--- src/pkg/scb_pkg.sv ---
// Constants for the serial clock and buffer configuration block.
// Assumes one system clock and a plain register port with byte addresses.
`default_nettype none
package scb_pkg;
   // Register byte offsets.
   localparam logic [7:0] MODE_ZERO_OFS   = 8'h00;
   localparam logic [7:0] BAUD_CTRL_OFS   = 8'h04;
   localparam logic [7:0] BAUD_FRAC_OFS   = 8'h08;
   localparam logic [7:0] CHAN_CTRL_OFS   = 8'h0C;
   localparam logic [7:0] MODE_ONE_OFS    = 8'h10;
   localparam logic [7:0] MODE_TWO_OFS    = 8'h14;
   localparam logic [7:0] FIFO_CFG_OFS    = 8'h18;
   localparam logic [7:0] TX_FIFO_CTL_OFS = 8'h1C;
   localparam logic [7:0] TIMER_CMP_OFS   = 8'h20;
   localparam logic [7:0] STATUS_OFS      = 8'h24;
   localparam logic [7:0] TX_DATA_OFS     = 8'h28;
   // Field positions.
   localparam int MODE_SEL_POS   = 0;  // serial_mode_sel, 2 bits
   localparam int CLK_SRC_POS    = 2;  // uart_clock_source, 2 bits
   localparam int BRS_POS        = 0;  // divide by N, 4 bits
   localparam int BRCK_POS       = 4;  // generator input tap, 2 bits
   localparam int FRAC_EN_POS    = 6;  // divide-function bit
   localparam int TAP_SEL_POS    = 7;  // tap select bit
   localparam int BRK_POS        = 0;  // fraction K, 4 bits
   localparam int IO_CLK_IN_POS  = 0;  // 1 = clock-input mode
   localparam int EDGE_SEL_POS   = 1;  // clock-input edge select
   localparam int DUPLEX_POS     = 0;  // duplex field, 2 bits
   localparam int WBUF_POS       = 0;  // double buffer bit
   localparam int TX_RUN_POS     = 1;  // transmit_running, read only
   localparam int EMPTY_POS      = 2;  // buffer_empty_flag, read only
   localparam int CNFG_POS       = 0;  // FIFO configure bit
   localparam int TRANSMIT_BUFFER_CLEAR_POS      = 0;  // transmit_buffer_clear, write one
   localparam int TFCLR_POS      = 1;  // transmit FIFO clear, write one
   localparam int RFCLR_POS      = 2;  // receive FIFO clear, write one
   // Encodings.
   localparam logic [1:0] MODE_IO       = 2'h0;
   localparam logic [1:0] SRC_TIMER     = 2'h0;
   localparam logic [1:0] SRC_BRG       = 2'h1;
   localparam logic [1:0] SRC_SYSCLK    = 2'h2;
   localparam logic [1:0] SRC_PIN       = 2'h3;
   localparam logic [1:0] DPX_HALF_RX   = 2'h1;
   localparam logic [1:0] DPX_HALF_TX   = 2'h2;
   localparam logic [1:0] DPX_FULL      = 2'h3;
   localparam logic [2:0] FIFO_DEPTH    = 3'h4;
   localparam logic [2:0] FIFO_HALF     = 3'h2;
   localparam logic [3:0] UART_DIV_LAST = 4'hF;
   localparam logic [4:0] FRAC_ONE      = 5'h10;
   localparam logic [4:0] N_ZERO_MEANS  = 5'h10;
   // Reset values.
   localparam logic [31:0] REG_RESET = 32'h0000_0000;
endpackage
`default_nettype wire

--- src/verilog/scb_clock_buffer.sv ---
// Serial channel clock generation and transmit buffer/FIFO configuration.
// Assumes all inputs synchronous to clk; a shifter outside consumes the transmit buffer.
//
// Our own choices: the placing of the registers and the strobed register port.
`default_nettype none
module scb_clock_buffer
   import scb_pkg::*;
#(
   parameter int TIMER_W = 16
)(
   input  wire  logic               clk,              // System clock, 20 MHz.
   input  wire  logic               rst_n,            // Synchronous reset, active low.
   input  wire  logic [7:0]         regAddr,          // Register byte address.
   input  wire  logic [31:0]        regWdata,         // Register write data.
   input  wire  logic               regWr,            // Write strobe.
   input  wire  logic               regRd,            // Read strobe.
   output logic       [31:0]        regRdata,         // Read data, cycle after strobe.
   input  wire  logic               transmitRunning,  // Shifter busy level.
   input  wire  logic               txShiftLoad,      // Shifter took the buffer, pulse.
   output logic       [7:0]         txBufData,        // Transmit buffer contents.
   output logic                     txBufValid,       // Transmit buffer holds data.
   input  wire  logic               serialClockIn,    // Serial clock pin input.
   output logic                     serialClockOut,   // Serial clock pin output.
   output logic                     serialClockOe,    // Serial clock pin drive enable.
   output logic                     uartBitTick,      // One bit time in UART mode.
   output logic                     ioTxStrobe,       // I/O mode shift-out edge.
   output logic                     ioRxStrobe,       // I/O mode sample edge.
   output logic                     transferClock,    // Selected transfer clock enable.
   output logic                     txDouble,         // Transmit double buffered.
   output logic                     rxDouble,         // Receive double buffered.
   output logic                     fifoEnable        // FIFO in use.
);
   // Configuration registers.
   logic [1:0]         serialModeSel_ff;
   logic [1:0]         uartClockSource_ff;
   logic [3:0]         brs_ff;
   logic [1:0]         brck_ff;
   logic               fracEn_ff;
   logic               tapSel_ff;
   logic [3:0]         brk_ff;
   logic               ioClkIn_ff;
   logic               edgeSel_ff;
   logic [1:0]         duplex_ff;
   logic               wbuf_ff;
   logic               cnfg_ff;
   logic [TIMER_W-1:0] timerCompare_ff;
   // Clock path state.
   logic [6:0]         pscCnt_ff;
   logic [4:0]         brgCnt_ff;
   logic [3:0]         fracAcc_ff;
   logic [TIMER_W-1:0] timerCnt_ff;
   logic               timerFlop_ff;
   logic               timerPrev_ff;
   logic               sclkOut_ff;
   logic               sclkPrev_ff;
   logic [3:0]         divCnt_ff;
   // Transmit buffer and FIFO state.
   logic [7:0]         txFifo_ff [4];
   logic [2:0]         txCount_ff;
   logic               rxFifoClr_ff;
   logic               wrTxData;
   logic               wrTbClr;
   logic               wrTfClr;

   // Exponent of the prescaler tap for a select bit and code.
   function automatic logic [2:0] tapExp(input logic sel, input logic [1:0] code);
      tapExp = sel ? {code, 1'b0} : {code, 1'b1};
   endfunction

   // FIFO bytes given to one direction by the duplex field.
   function automatic logic [2:0] fifoCap(input logic [1:0] dpx, input logic [1:0] full);
      if (dpx == DPX_FULL) begin
         fifoCap = FIFO_HALF;
      end else if (dpx == full) begin
         fifoCap = FIFO_DEPTH;
      end else begin
         fifoCap = 3'h0;
      end
   endfunction

   // Mode decode shared by clock and buffer logic.
   logic ioMode;
   logic ioOutMode;
   logic ioInMode;
   assign ioMode    = (serialModeSel_ff == MODE_IO);
   assign ioOutMode = ioMode && !ioClkIn_ff;
   assign ioInMode  = ioMode && ioClkIn_ff;
   assign txDouble   = wbuf_ff;
   assign rxDouble   = !ioOutMode || wbuf_ff;
   assign fifoEnable = wbuf_ff && cnfg_ff;
   logic [2:0] txCap;
   logic [2:0] rxCap;
   assign txCap = fifoEnable ? fifoCap(duplex_ff, DPX_HALF_TX) : 3'h0;
   assign rxCap = fifoEnable ? fifoCap(duplex_ff, DPX_HALF_RX) : 3'h0;

   // Register writes; the two transmit clear write-one bits are pulses decoded here and not stored.
   assign wrTxData = regWr && (regAddr == TX_DATA_OFS);
   assign wrTbClr  = regWr && (regAddr == TX_FIFO_CTL_OFS) && regWdata[TRANSMIT_BUFFER_CLEAR_POS];
   assign wrTfClr  = regWr && (regAddr == TX_FIFO_CTL_OFS) && regWdata[TFCLR_POS];
   always_ff @(posedge clk) begin
      if (!rst_n) begin
         serialModeSel_ff   <= REG_RESET[1:0];
         uartClockSource_ff <= REG_RESET[1:0];
         brs_ff             <= REG_RESET[3:0];
         brck_ff            <= REG_RESET[1:0];
         fracEn_ff          <= REG_RESET[0];
         tapSel_ff          <= REG_RESET[0];
         brk_ff             <= REG_RESET[3:0];
         ioClkIn_ff         <= REG_RESET[0];
         edgeSel_ff         <= REG_RESET[0];
         duplex_ff          <= REG_RESET[1:0];
         wbuf_ff            <= REG_RESET[0];
         cnfg_ff            <= REG_RESET[0];
         timerCompare_ff    <= REG_RESET[TIMER_W-1:0];
      end else if (regWr) begin
         case (regAddr)
            MODE_ZERO_OFS: begin
               serialModeSel_ff   <= regWdata[MODE_SEL_POS +: 2];
               uartClockSource_ff <= regWdata[CLK_SRC_POS +: 2];
            end
            BAUD_CTRL_OFS: begin
               brs_ff    <= regWdata[BRS_POS +: 4];
               brck_ff   <= regWdata[BRCK_POS +: 2];
               fracEn_ff <= regWdata[FRAC_EN_POS];
               tapSel_ff <= regWdata[TAP_SEL_POS];
            end
            BAUD_FRAC_OFS: brk_ff <= regWdata[BRK_POS +: 4];
            CHAN_CTRL_OFS: begin
               ioClkIn_ff <= regWdata[IO_CLK_IN_POS];
               edgeSel_ff <= regWdata[EDGE_SEL_POS];
            end
            MODE_ONE_OFS:  duplex_ff <= regWdata[DUPLEX_POS +: 2];
            MODE_TWO_OFS:  wbuf_ff <= regWdata[WBUF_POS];
            FIFO_CFG_OFS:  cnfg_ff <= regWdata[CNFG_POS];
            TIMER_CMP_OFS: timerCompare_ff <= regWdata[TIMER_W-1:0];
            default: begin
            end
         endcase
      end
   end

   // Registered read port; unmapped addresses and reserved bits read zero.
   always_ff @(posedge clk) begin
      if (!rst_n) begin
         regRdata <= REG_RESET;
      end else begin
         regRdata <= REG_RESET;
         if (regRd) begin
            case (regAddr)
               MODE_ZERO_OFS: regRdata <= {28'h0, uartClockSource_ff, serialModeSel_ff};
               BAUD_CTRL_OFS: regRdata <= {24'h0, tapSel_ff, fracEn_ff, brck_ff, brs_ff};
               BAUD_FRAC_OFS: regRdata <= {28'h0, brk_ff};
               CHAN_CTRL_OFS: regRdata <= {30'h0, edgeSel_ff, ioClkIn_ff};
               MODE_ONE_OFS:  regRdata <= {30'h0, duplex_ff};
               MODE_TWO_OFS:  regRdata <= {29'h0, !txBufValid, transmitRunning, wbuf_ff};
               FIFO_CFG_OFS:  regRdata <= {31'h0, cnfg_ff};
               TIMER_CMP_OFS: regRdata <= 32'(timerCompare_ff);
               STATUS_OFS:    regRdata <= {16'h0, 1'b0, txCount_ff, 1'b0, rxCap,
                                           1'b0, txCap, rxFifoClr_ff, fifoEnable,
                                           rxDouble, txDouble};
               default:       regRdata <= REG_RESET;
            endcase
         end
      end
   end

   // Prescaler: free count only while the baud generator is the source, else held at zero
   // so that a later selection starts from a clean phase.
   logic prescalerOn;
   logic [6:0] tapMask;
   logic brgInTick;
   assign prescalerOn = (uartClockSource_ff == SRC_BRG);
   assign tapMask     = 7'((8'h01 << tapExp(tapSel_ff, brck_ff)) - 8'h01);
   assign brgInTick   = prescalerOn && ((pscCnt_ff & tapMask) == tapMask);
   always_ff @(posedge clk) begin
      if (!rst_n || !prescalerOn) begin
         pscCnt_ff <= 7'h00;
      end else begin
         pscCnt_ff <= pscCnt_ff + 7'h01;
      end
   end

   // Baud generator: N of zero means 16; fractional mode only in UART mode.
   logic [4:0] divN;
   logic [4:0] fracSum;
   logic       stretch;
   logic [4:0] period;
   logic       brgTick;
   logic       brgCfgWr;
   // A divider or mode change restarts the period, so a shorter period never finds
   // the counter already past its end.
   assign brgCfgWr = regWr && ((regAddr == BAUD_CTRL_OFS) || (regAddr == BAUD_FRAC_OFS) ||
                               (regAddr == MODE_ZERO_OFS));
   assign divN    = (brs_ff == 4'h0) ? N_ZERO_MEANS : {1'b0, brs_ff};
   assign fracSum = {1'b0, fracAcc_ff} + (FRAC_ONE - {1'b0, brk_ff});
   assign stretch = fracEn_ff && !ioMode && (fracSum >= FRAC_ONE);
   assign period  = divN + {4'h0, stretch};
   assign brgTick = brgInTick && (brgCnt_ff >= period - 5'h01);
   always_ff @(posedge clk) begin
      if (!rst_n || !prescalerOn || brgCfgWr) begin
         brgCnt_ff  <= 5'h00;
         fracAcc_ff <= 4'h0;
      end else if (brgTick) begin
         brgCnt_ff  <= 5'h00;
         fracAcc_ff <= (fracEn_ff && !ioMode) ? fracSum[3:0] : 4'h0;
      end else if (brgInTick) begin
         brgCnt_ff  <= brgCnt_ff + 5'h01;
      end
   end

   // Timer source: the flip-flop toggles at each compare match and the counter restarts.
   always_ff @(posedge clk) begin
      if (!rst_n) begin
         timerCnt_ff  <= '0;
         timerFlop_ff <= 1'b0;
         timerPrev_ff <= 1'b0;
      end else begin
         timerPrev_ff <= timerFlop_ff;
         if (timerCnt_ff == timerCompare_ff) begin
            timerCnt_ff  <= '0;
            timerFlop_ff <= !timerFlop_ff;
         end else begin
            timerCnt_ff  <= timerCnt_ff + 1'b1;
         end
      end
   end

   // External pin edges; the pin is already synchronous so one history flop suffices.
   // The history resets to the idle-high level so no false rising edge follows reset.
   logic pinRise;
   logic pinFall;
   assign pinRise = serialClockIn && !sclkPrev_ff;
   assign pinFall = !serialClockIn && sclkPrev_ff;
   always_ff @(posedge clk) begin
      if (!rst_n) begin
         sclkPrev_ff <= 1'b1;
      end else begin
         sclkPrev_ff <= serialClockIn;
      end
   end

   // Clock-output mode: serial clock idles high and toggles at each generator tick.
   always_ff @(posedge clk) begin
      if (!rst_n || !ioOutMode) begin
         sclkOut_ff <= 1'b1;
      end else if (brgTick) begin
         sclkOut_ff <= !sclkOut_ff;
      end
   end
   assign serialClockOut = sclkOut_ff;
   assign serialClockOe  = ioOutMode;

   // I/O mode edges. Limitation: too-fast external clocks lose edges here.
   always_comb begin
      ioTxStrobe = 1'b0;
      ioRxStrobe = 1'b0;
      if (ioOutMode) begin
         ioTxStrobe = brgTick && sclkOut_ff;
         ioRxStrobe = brgTick && !sclkOut_ff;
      end else if (ioInMode) begin
         ioTxStrobe = edgeSel_ff ? pinRise : pinFall;
         ioRxStrobe = edgeSel_ff ? pinFall : pinRise;
      end
   end

   // UART transfer clock selection.
   always_comb begin
      case (uartClockSource_ff)
         SRC_TIMER:  transferClock = timerFlop_ff && !timerPrev_ff;
         SRC_BRG:    transferClock = brgTick;
         SRC_SYSCLK: transferClock = 1'b1;
         SRC_PIN:    transferClock = pinRise;
         default:    transferClock = 1'b0;
      endcase
      if (ioMode) begin
         transferClock = ioTxStrobe || ioRxStrobe;
      end
   end

   // Divide by 16 into bit time, as the transmit and receive counters do.
   assign uartBitTick = !ioMode && transferClock && (divCnt_ff == UART_DIV_LAST);
   always_ff @(posedge clk) begin
      if (!rst_n || ioMode) begin
         divCnt_ff <= 4'h0;
      end else if (transferClock) begin
         divCnt_ff <= divCnt_ff + 4'h1;
      end
   end

   // Transmit buffer with FIFO behind it. The buffer is refilled from the FIFO head
   // whenever it empties, so data order is kept across clears and shifter loads.
   logic txTake;
   logic txRefill;
   logic txPush;
   assign txTake   = txShiftLoad || wrTbClr;
   assign txRefill = txTake && (txCount_ff != 3'h0);
   assign txPush   = wrTxData && txBufValid && !txTake && (txCount_ff < txCap);
   always_ff @(posedge clk) begin
      if (!rst_n) begin
         txBufValid <= 1'b0;
         txBufData  <= 8'h00;
      end else if (txRefill) begin
         txBufValid <= 1'b1;
         txBufData  <= txFifo_ff[0];
      end else if (txTake) begin
         txBufValid <= 1'b0;
      end else if (wrTxData && !txBufValid) begin
         txBufValid <= 1'b1;
         txBufData  <= regWdata[7:0];
      end
   end

   // FIFO storage shifts toward entry zero on each refill; its count clears when disabled.
   always_ff @(posedge clk) begin
      if (!rst_n || !fifoEnable || wrTfClr) begin
         txCount_ff <= 3'h0;
      end else if (txRefill) begin
         txCount_ff <= txCount_ff - 3'h1;
      end else if (txPush) begin
         txCount_ff <= txCount_ff + 3'h1;
      end
   end
   always_ff @(posedge clk) begin
      if (!rst_n) begin
         for (int i = 0; i < 4; i++) begin
            txFifo_ff[i] <= 8'h00;
         end
      end else if (txRefill) begin
         for (int i = 0; i < 3; i++) begin
            txFifo_ff[i] <= txFifo_ff[i+1];
         end
      end else if (txPush) begin
         txFifo_ff[txCount_ff[1:0]] <= regWdata[7:0];
      end
   end

   // Receive FIFO clear is recorded so software can see the clear has been done.
   always_ff @(posedge clk) begin
      if (!rst_n || !fifoEnable) begin
         rxFifoClr_ff <= 1'b0;
      end else if (regWr && (regAddr == TX_FIFO_CTL_OFS) && regWdata[RFCLR_POS]) begin
         rxFifoClr_ff <= 1'b1;
      end
   end

   // Checks on the clock path, on the transmit buffer and FIFO logic, and on receive double buffering.
   a_prescale_idle: assert property (@(posedge clk) disable iff (!rst_n)
      (uartClockSource_ff != SRC_BRG) |=> (pscCnt_ff == 7'h00))
      else $error("Prescaler counted while not selected.");
   a_brg_from_tap: assert property (@(posedge clk) disable iff (!rst_n)
      brgTick |-> brgInTick && ((pscCnt_ff & tapMask) == tapMask))
      else $error("Generator ticked off a prescaler tap.");
   a_brg_period: assert property (@(posedge clk) disable iff (!rst_n)
      brgTick |-> (brgCnt_ff == period - 5'h01))
      else $error("Generator period does not match divider.");
   a_sclk_half: assert property (@(posedge clk) disable iff (!rst_n)
      (ioOutMode && brgTick) ##1 ioOutMode |-> (sclkOut_ff != $past(sclkOut_ff)))
      else $error("Clock output did not toggle at generator tick.");
   a_edge_swap: assert property (@(posedge clk) disable iff (!rst_n)
      (ioInMode && edgeSel_ff && pinRise) |-> ioTxStrobe && !ioRxStrobe)
      else $error("Clock input edge select not honoured.");
   a_uart_div16: assert property (@(posedge clk) disable iff (!rst_n)
      uartBitTick |-> transferClock && (divCnt_ff == UART_DIV_LAST) ##1 (divCnt_ff == 4'h0))
      else $error("Bit tick not on sixteenth transfer clock.");
   a_timer_toggle: assert property (@(posedge clk) disable iff (!rst_n)
      (timerCnt_ff == timerCompare_ff) |=> (timerFlop_ff != $past(timerFlop_ff)))
      else $error("Timer flop missed a compare match.");
   a_clear_reload: assert property (@(posedge clk) disable iff (!rst_n)
      (wrTbClr && (txCount_ff != 3'h0) && fifoEnable)
      |=> txBufValid && (txBufData == $past(txFifo_ff[0])))
      else $error("Buffer clear did not reload from FIFO.");
   a_clear_empty: assert property (@(posedge clk) disable iff (!rst_n)
      (wrTbClr && (txCount_ff == 3'h0)) |=> !txBufValid)
      else $error("Buffer clear did not set the empty flag.");
   a_fifo_gate: assert property (@(posedge clk) disable iff (!rst_n)
      !(wbuf_ff && cnfg_ff) |=> (txCount_ff == 3'h0))
      else $error("FIFO held data while disabled.");
   a_duplex_split: assert property (@(posedge clk) disable iff (!rst_n)
      (fifoEnable && (duplex_ff == DPX_FULL)) |-> (txCap == 3'h2) && (rxCap == 3'h2))
      else $error("Full duplex split is not two and two.");
   a_rx_double: assert property (@(posedge clk) disable iff (!rst_n)
      (!ioMode || ioClkIn_ff) |-> rxDouble)
      else $error("Receive not double buffered where required.");
endmodule
`default_nettype wire
--- config.mk ---
export PLATFORM = sky130hd
export DESIGN_NAME = scb_clock_buffer
export DESIGN_NICKNAME = d
export VERILOG_FILES = /design/src/pkg/scb_pkg.sv /design/src/verilog/scb_clock_buffer.sv
export SDC_FILE = /design/constraint.sdc
export NUM_CORES = 1
export LEC_CHECK = 0
export BUFFER_PORTS_ARGS = -buffer_cell sky130_fd_sc_hd__buf_2
export CAP_MARGIN = 25
export CORE_MARGIN = 5
export CORE_UTILIZATION = 40
export DETAILED_ROUTE_END_ITERATION = 10
export PLACE_DENSITY = 0.7
export SLEW_MARGIN = 20
export SYNTH_ARGS = -nofsm -noshare
export SYNTH_HDL_FRONTEND = slang
export SYNTH_SLANG_ARGS = --single-unit
--- constraint.sdc ---
create_clock -name clk -period 4.65 [get_ports clk]
set_input_delay 0.2325 -clock clk [delete_from_list [all_inputs] [get_ports clk]]
set_output_delay 0.2325 -clock clk [all_outputs]
set_load 0.01 [all_outputs]
======== Word level (Yosys, flattened, before mapping) ========
Memories as Yosys holds them, arrays and structs flattened.
Cells that the tools add are included.
operators by class
  $add $sub $neg .......................... 11
  $mul .................................... 0
  div/mod/pow operators ................... 0
  magnitude comparators ................... 3
  eq/ne operators ......................... 20
  shift-type cells ........................ 1
  multiplexer cells ....................... 40
  bitwise logic cells ..................... 5
  reductions and logical operators ........ 70
operators by type and width
  kind                     count
  $pmux W16 S9             1
  $mux W8                  7
  $eq A8 B5 Y1 const B     4
  $logic_and A1 B1 Y1      25
  $eq A8 B6 Y1 const B     3
  $mux W3                  8
  $mux W1                  20
  $reduce_and A2 Y1        10
  $add A16 B1 Y16 const B  1
  $eq A16 B16 Y1           1
  $eq A8 B4 Y1 const B     2
  $logic_not A1 Y1         13
  $logic_or A1 B1 Y1       11
  $eq A2 B2 Y1 const B     4
  $eq A8 B3 Y1 const B     1
  $logic_not A8 Y1         1
  $reduce_or A8 Y1         1
  $add A7 B1 Y7 const B    1
  $and A7 B7 Y7            1
  $eq A7 B7 Y1             1
  $shl A1 B3 Y7 const A    1
  $sub A7 B1 Y7 const B    1
  $reduce_bool A3 Y1       2
  $add A4 B5 Y5            1
  23 further kinds         29
word-level totals
  flip-flop bits (word level) ............. 123
  bits in latches ......................... 0
  RAM bits ................................ 32
  memory bits (read-only) ................. 0
  output and inout bits ................... 50
  memories ................................ 1
memory list
  name       depth  width  rd ports  clocked after Yosys merged registers in  wr ports  RTL line                RTL
  txFifo_ff  4      8      4         0                                        4         scb_clock_buffer.sv:58  logic [7:0] txFifo_ff [4];

======== Logic depth before layout (Yosys ltp) ========
  depth in word-level cells ............... 14
  gate-level depth with buffers ........... 18
  gate-level depth less buffers ........... 17

======== Least setup slack after synthesis ========
OpenSTA, ideal clock, no wires.
  kind .................................... reg2out
  start ................................... reg fracAcc_ff[0]
  end ..................................... out ioRxStrobe
  arrival time ............................ 3.675 ns
  data required time ...................... 4.418 ns
  slack ................................... 0.742 ns
  stages on the path, launching flop included .. 19
  cell sequence ........................... dfxtp_1 > inv_1 > ha_1 > inv_1 > fa_1 > a21o_1 > a21oi_1 > or2_2 > ha_1 > ha_1 > xnor2_1 > or3_1 > ha_1 > nand2_1 > o21ai_0 > nand3_1 > clkbuf_1 > or3_1 > a21oi_1
between the ends
  word-level cells in the longest chain between the ends .. 9
ends and longest elaborated chain
  element                   RTL line                 RTL
  start: declaration        scb_clock_buffer.sv:50   logic [3:0] fracAcc_ff;
  start signal: assignment  scb_clock_buffer.sv:205  fracAcc_ff <= (fracEn_ff && !ioMode) ? fracSum[3:0] : 4'h0;
  $add A4 B5 Y5             scb_clock_buffer.sv:195  assign fracSum = {1'b0, fracAcc_ff} + (FRAC_ONE - {1'b0, brk_ff});
  $ge A5 B5 Y1              scb_clock_buffer.sv:196  assign stretch = fracEn_ff && !ioMode && (fracSum >= FRAC_ONE);
  $logic_and A1 B1 Y1       scb_clock_buffer.sv:196
  $add A5 B1 Y5             scb_clock_buffer.sv:197  assign period = divN + {4'h0, stretch};
  $sub A5 B1 Y5             scb_clock_buffer.sv:198  assign brgTick = brgInTick && (brgCnt_ff >= period - 5'h01);
  $ge A5 B5 Y1              scb_clock_buffer.sv:198
  $logic_and A1 B1 Y1       scb_clock_buffer.sv:198
  $logic_and A1 B1 Y1       scb_clock_buffer.sv:259  ioRxStrobe = brgTick && !sclkOut_ff;
  $mux W1                   scb_clock_buffer.sv:257  if (ioOutMode) begin
  end: declaration          scb_clock_buffer.sv:27   output logic ioRxStrobe,
No other way between the ends.

======== Worst setup path after layout ========
  start ................................... reg brk_ff[0]
  end ..................................... out ioTxStrobe
between the ends
  word-level cells in the longest chain between the ends .. 10
ends and longest elaborated chain
  element                   RTL line                 RTL
  start: declaration        scb_clock_buffer.sv:40   logic [3:0] brk_ff;
  start signal: assignment  scb_clock_buffer.sv:108  brk_ff <= REG_RESET[3:0];
  start signal: assignment  scb_clock_buffer.sv:127  BAUD_FRAC_OFS: brk_ff <= regWdata[BRK_POS +: 4];
  $sub A5 B4 Y5             scb_clock_buffer.sv:195
  $add A4 B5 Y5             scb_clock_buffer.sv:195
  $ge A5 B5 Y1              scb_clock_buffer.sv:196
  $logic_and A1 B1 Y1       scb_clock_buffer.sv:196
  $add A5 B1 Y5             scb_clock_buffer.sv:197
  $sub A5 B1 Y5             scb_clock_buffer.sv:198
  $ge A5 B5 Y1              scb_clock_buffer.sv:198
  $logic_and A1 B1 Y1       scb_clock_buffer.sv:198
  $logic_and A1 B1 Y1       scb_clock_buffer.sv:258  ioTxStrobe = brgTick && sclkOut_ff;
  $mux W1                   scb_clock_buffer.sv:257
  end: declaration          scb_clock_buffer.sv:26   output logic ioTxStrobe,
No other way between the ends.

==> flow_summary.json <==
{
  "maxSlewHeadroom_pct": 33.63,
  "clkTransAtPathRegs_ns": 0.06,
  "post-route-period-util_pct": 91.59,
  "path_max_fanout": 4,
  "end_kind": "output port",
  "setup_tns_ns": 0,
  "reg2reg_slack_ns": 0.85,
  "core_sq_um": 16410,
  "dieHeight_microns": 138.5,
  "synth-main-ff-cell": "dfxtp_1",
  "cts_buffer_depth": 2,
  "crit_top_cell": "ha_1",
  "post-place-ws_ns": 0.6115,
  "synth-seq-area-share_pct": 47.00,
  "worstPathBufferInverterCount": 2,
  "fill_cells": 1516,
  "worst_slack_ns": 0.3912,
  "crit_arrival_ns": 4.03,
  "ir_worst_vdd_uv": 244.2,
  "die_area_sq_um": 19180,
  "min_path_cells": 2,
  "final_nets": 855,
  "area_delta_synth_final_pct": 15.82,
  "grt_max_degree": 24,
  "cp_top_family": "adder cells",
  "ff2ff_path_depth": 17,
  "synth_area_sq_um": 6603,
  "postSynthCellCount": 736,
  "layout_common_cells": "dfxtp_1 (107), nand2_1 (101), nand3_1 (64), buf_2 (64), a21oi_1 (62)",
  "async_reset_ff_share_pct": 0,
  "dr.pass1.iters": 5,
  "powerDensity_nw_per_um2": 343.0,
  "crit_required_ns": 4.42,
  "routed_via_density": 5.250,
  "synth_edf_count": 32,
  "die_w_microns": 138.5,
  "drive_above_1_share_pct": 15.07,
  "htree_num_levels": 4,
  "drc": 0,
  "grt_pass1_vias": 5132,
  "gr-total-overflow": 0,
  "cts_root_buf": "clkbuf_16",
  "grt_pass1_wl_microns": 26540,
  "rr_endpoint": "brgCnt_ff[2]",
  "path_class": "reg -> out",
  "track_usage_pct": 16.98,
  "cpMaxStageDelayCell": "or3b_2",
  "syn_avg_cell_area_sq_um": 8.971,
  "layout_min_cycle_time_ns": 4.259,
  "hp-class": "in -> reg",
  "cts_tree": "done",
  "wl_per_cell_microns": 15.99,
  "port_buffers": 64,
  "slew_viol_final": 0,
  "skew_ns": 0.01057,
  "hold_end": "sclkPrev_ff",
  "wirelength_microns": 16380,
  "cts_sinks": 139,
  "first_iter_violations": 404,
  "leakagePower_nw": 2.912,
  "yosys_register_bits": 139,
  "final_antenna_net_count": 0,
  "critical-path-max-stage-delay_ns": 0.49,
  "start_util_pct": 40.24,
  "hpwl_microns": 11840,
  "cap_violations": 0,
  "rsz0062_at_grt": "no",
  "startpoint_type": "register",
  "cts_inserted_buffers": 17,
  "finalHoldViolCount": 0,
  "crit_chain": "ha_1 -> inv_1 -> fa_1 -> a21o_1 -> a21oi_1 -> or2_2 -> ha_1 -> ha_1 -> xnor2_1 -> or3_1 -> ha_1 -> nand2_1 -> o21ai_2 -> nand3_2 -> or3b_2 -> a21oi_1 -> buf_2",
  "hp-start": "serialClockIn",
  "vias": 5376,
  "final_common_cell": "dfxtp_1",
  "finalSetupViolCount": 0,
  "ios": 97,
  "row_count": 47,
  "synth_warnings": 0,
  "r2r-start": "brk_ff[0]",
  "status": "finished, final reports clean",
  "fmax_mhz": 234.8,
  "gp_congestion": 0.8771,
  "clkLatencyLatePin_ns": 0.43,
  "antenna_found_initial": 3,
  "worst_slew_pin_slew_ns": 0.9865,
  "ys_types": 58
}
-- through the flow --
step,std cells,total power (W),hold WS [ns],instance area [sq um],util [%]
2_1_floorplan,751,0.001332,0.3340,6659,-
3_3_place_gp,989,0.001361,0.4252,7044,42.93
3_5_place_dp,990,0.001362,0.4314,7056,43.00
4_1_cts,1022,0.002639,0.006792,7624,46.47
5_1_grt,1024,0.002696,0.02401,7647,46.61
6_report,1024,0.002623,0.01983,7647,46.61
-- cells in the mapped netlist, types with 2 or more instances --
master    instances  area (sq um)
dfxtp_1         107          2142
nand2_1         101         379.1
nand3_1          65         325.3
a21oi_1          62         310.3
nor2_1           56         210.2
clkbuf_1         32         120.1
edfxtp_1         32         960.9
xor2_1           28         245.2
a22o_1           25         219.0
and2_1           18         112.6
buf_4            16         120.1
ha_1             16         200.2
inv_1            16         60.06
o21ai_0          14         70.07
or3_1            14         87.58
xnor2_1          14         122.6
mux2i_1          12         120.1
nand2b_1         12         75.07
a22oi_1          10         75.07
nor3_1           10         50.05
nand4_1           7         43.79
nor4_1            7         43.79
a31oi_1           6         37.54
and3_1            6         37.54
a21o_1            5         37.54
nor2b_1           4         25.02
or2_2             3         18.77
a221oi_1          2         17.52
a32oi_1           2         17.52
buf_1             2         7.510
buf_2             2         10.01
fa_1              2         40.04
o31ai_1           2         15.01
or3b_2            2         17.52
-- per-layer routing --
layer  wire [microns]  track usage, %  vias to the layer above
met5               23               0                        -
met4              492           6.396                        4
met3             1006           4.523                       39
met2             7589           27.16                      176
met1             7265           22.08                     2489
li1                 -               -                     2668
-- cells by family (layout without fill, tap and decap cells) --
| logic type | count (synthesis) | count (layout) | synth area share [%] |
|---|---|---|---|
| and+or+nand+nor | 317 | 317 | 23.74 |
| DFF | 139 | 139 | 47.00 |
| AOI/OAI and AO/OA | 137 | 137 | 13.25 |
| buffers and inverters | 70 | 122 | 4.927 |
| xor gates and xnor gates | 42 | 42 | 5.571 |
| adders and majority gates | 18 | 18 | 3.638 |
| muxes | 12 | 12 | 1.819 |
| other | 1 | 17 | 0.05680 |
-- timing repair --
action                     4_1_cts  5_1_grt
resized for setup                0        3
hold buffers                     0        0
setup endpoints to repair        0        3
buffers inserted                 0        0
-- power breakdown --
| part | switching (W) | leakage, nW | internal (W) | total, W |
|---|---|---|---|---|
| combinational | 0.0000642 | 1.45 | 0.0000209 | 0.0000851 |
| sequential | 0.00000541 | 1.18 | 0.00125 | 0.00125 |
| clock | 0.000547 | 0.281 | 0.000738 | 0.00129 |
-- final cells by class --
cell class                 instances  area, sq um  share of cell area, %
antenna                            1        2.502                0.03272
clock buffer                      19        464.2                  6.070
clock inverter                    13        103.9                  1.358
inverter                          18        67.56                 0.8835
multi-input combinational        542         3247                  42.46
sequential                       139         3103                  40.58
tap                              220        275.3                  3.599
timing repair buffer              72        384.1                  5.023
-- sequential cells by signal, indices dropped and copies added (netlist names), 5 cells and up --
signal and count:
brgCnt_ff 5, pscCnt_ff 7, regRdata 16, timerCnt_ff 16
timerCompare_ff 16, txBufData 8, txFifo_ff 32
-- worst max-delay path by stage --
| stage | startpoint | slack, ns | end | cells after the start |
|---|---|---|---|---|
| CTS | brk_ff[0] | 0.14 | ioTxStrobe | 17 |
| detailed placement | brk_ff[0] | 0.61 | ioTxStrobe | 17 |
| finish | brk_ff[0] | 0.39 | ioTxStrobe | 17 |
| global route | brk_ff[0] | 0.07 | ioTxStrobe | 17 |
| floorplan | fracAcc_ff[0] | 0.74 | ioRxStrobe | 18 |
| global placement | fracAcc_ff[0] | 0.66 | ioTxStrobe | 18 |
(Power assumes the default switching activity.)
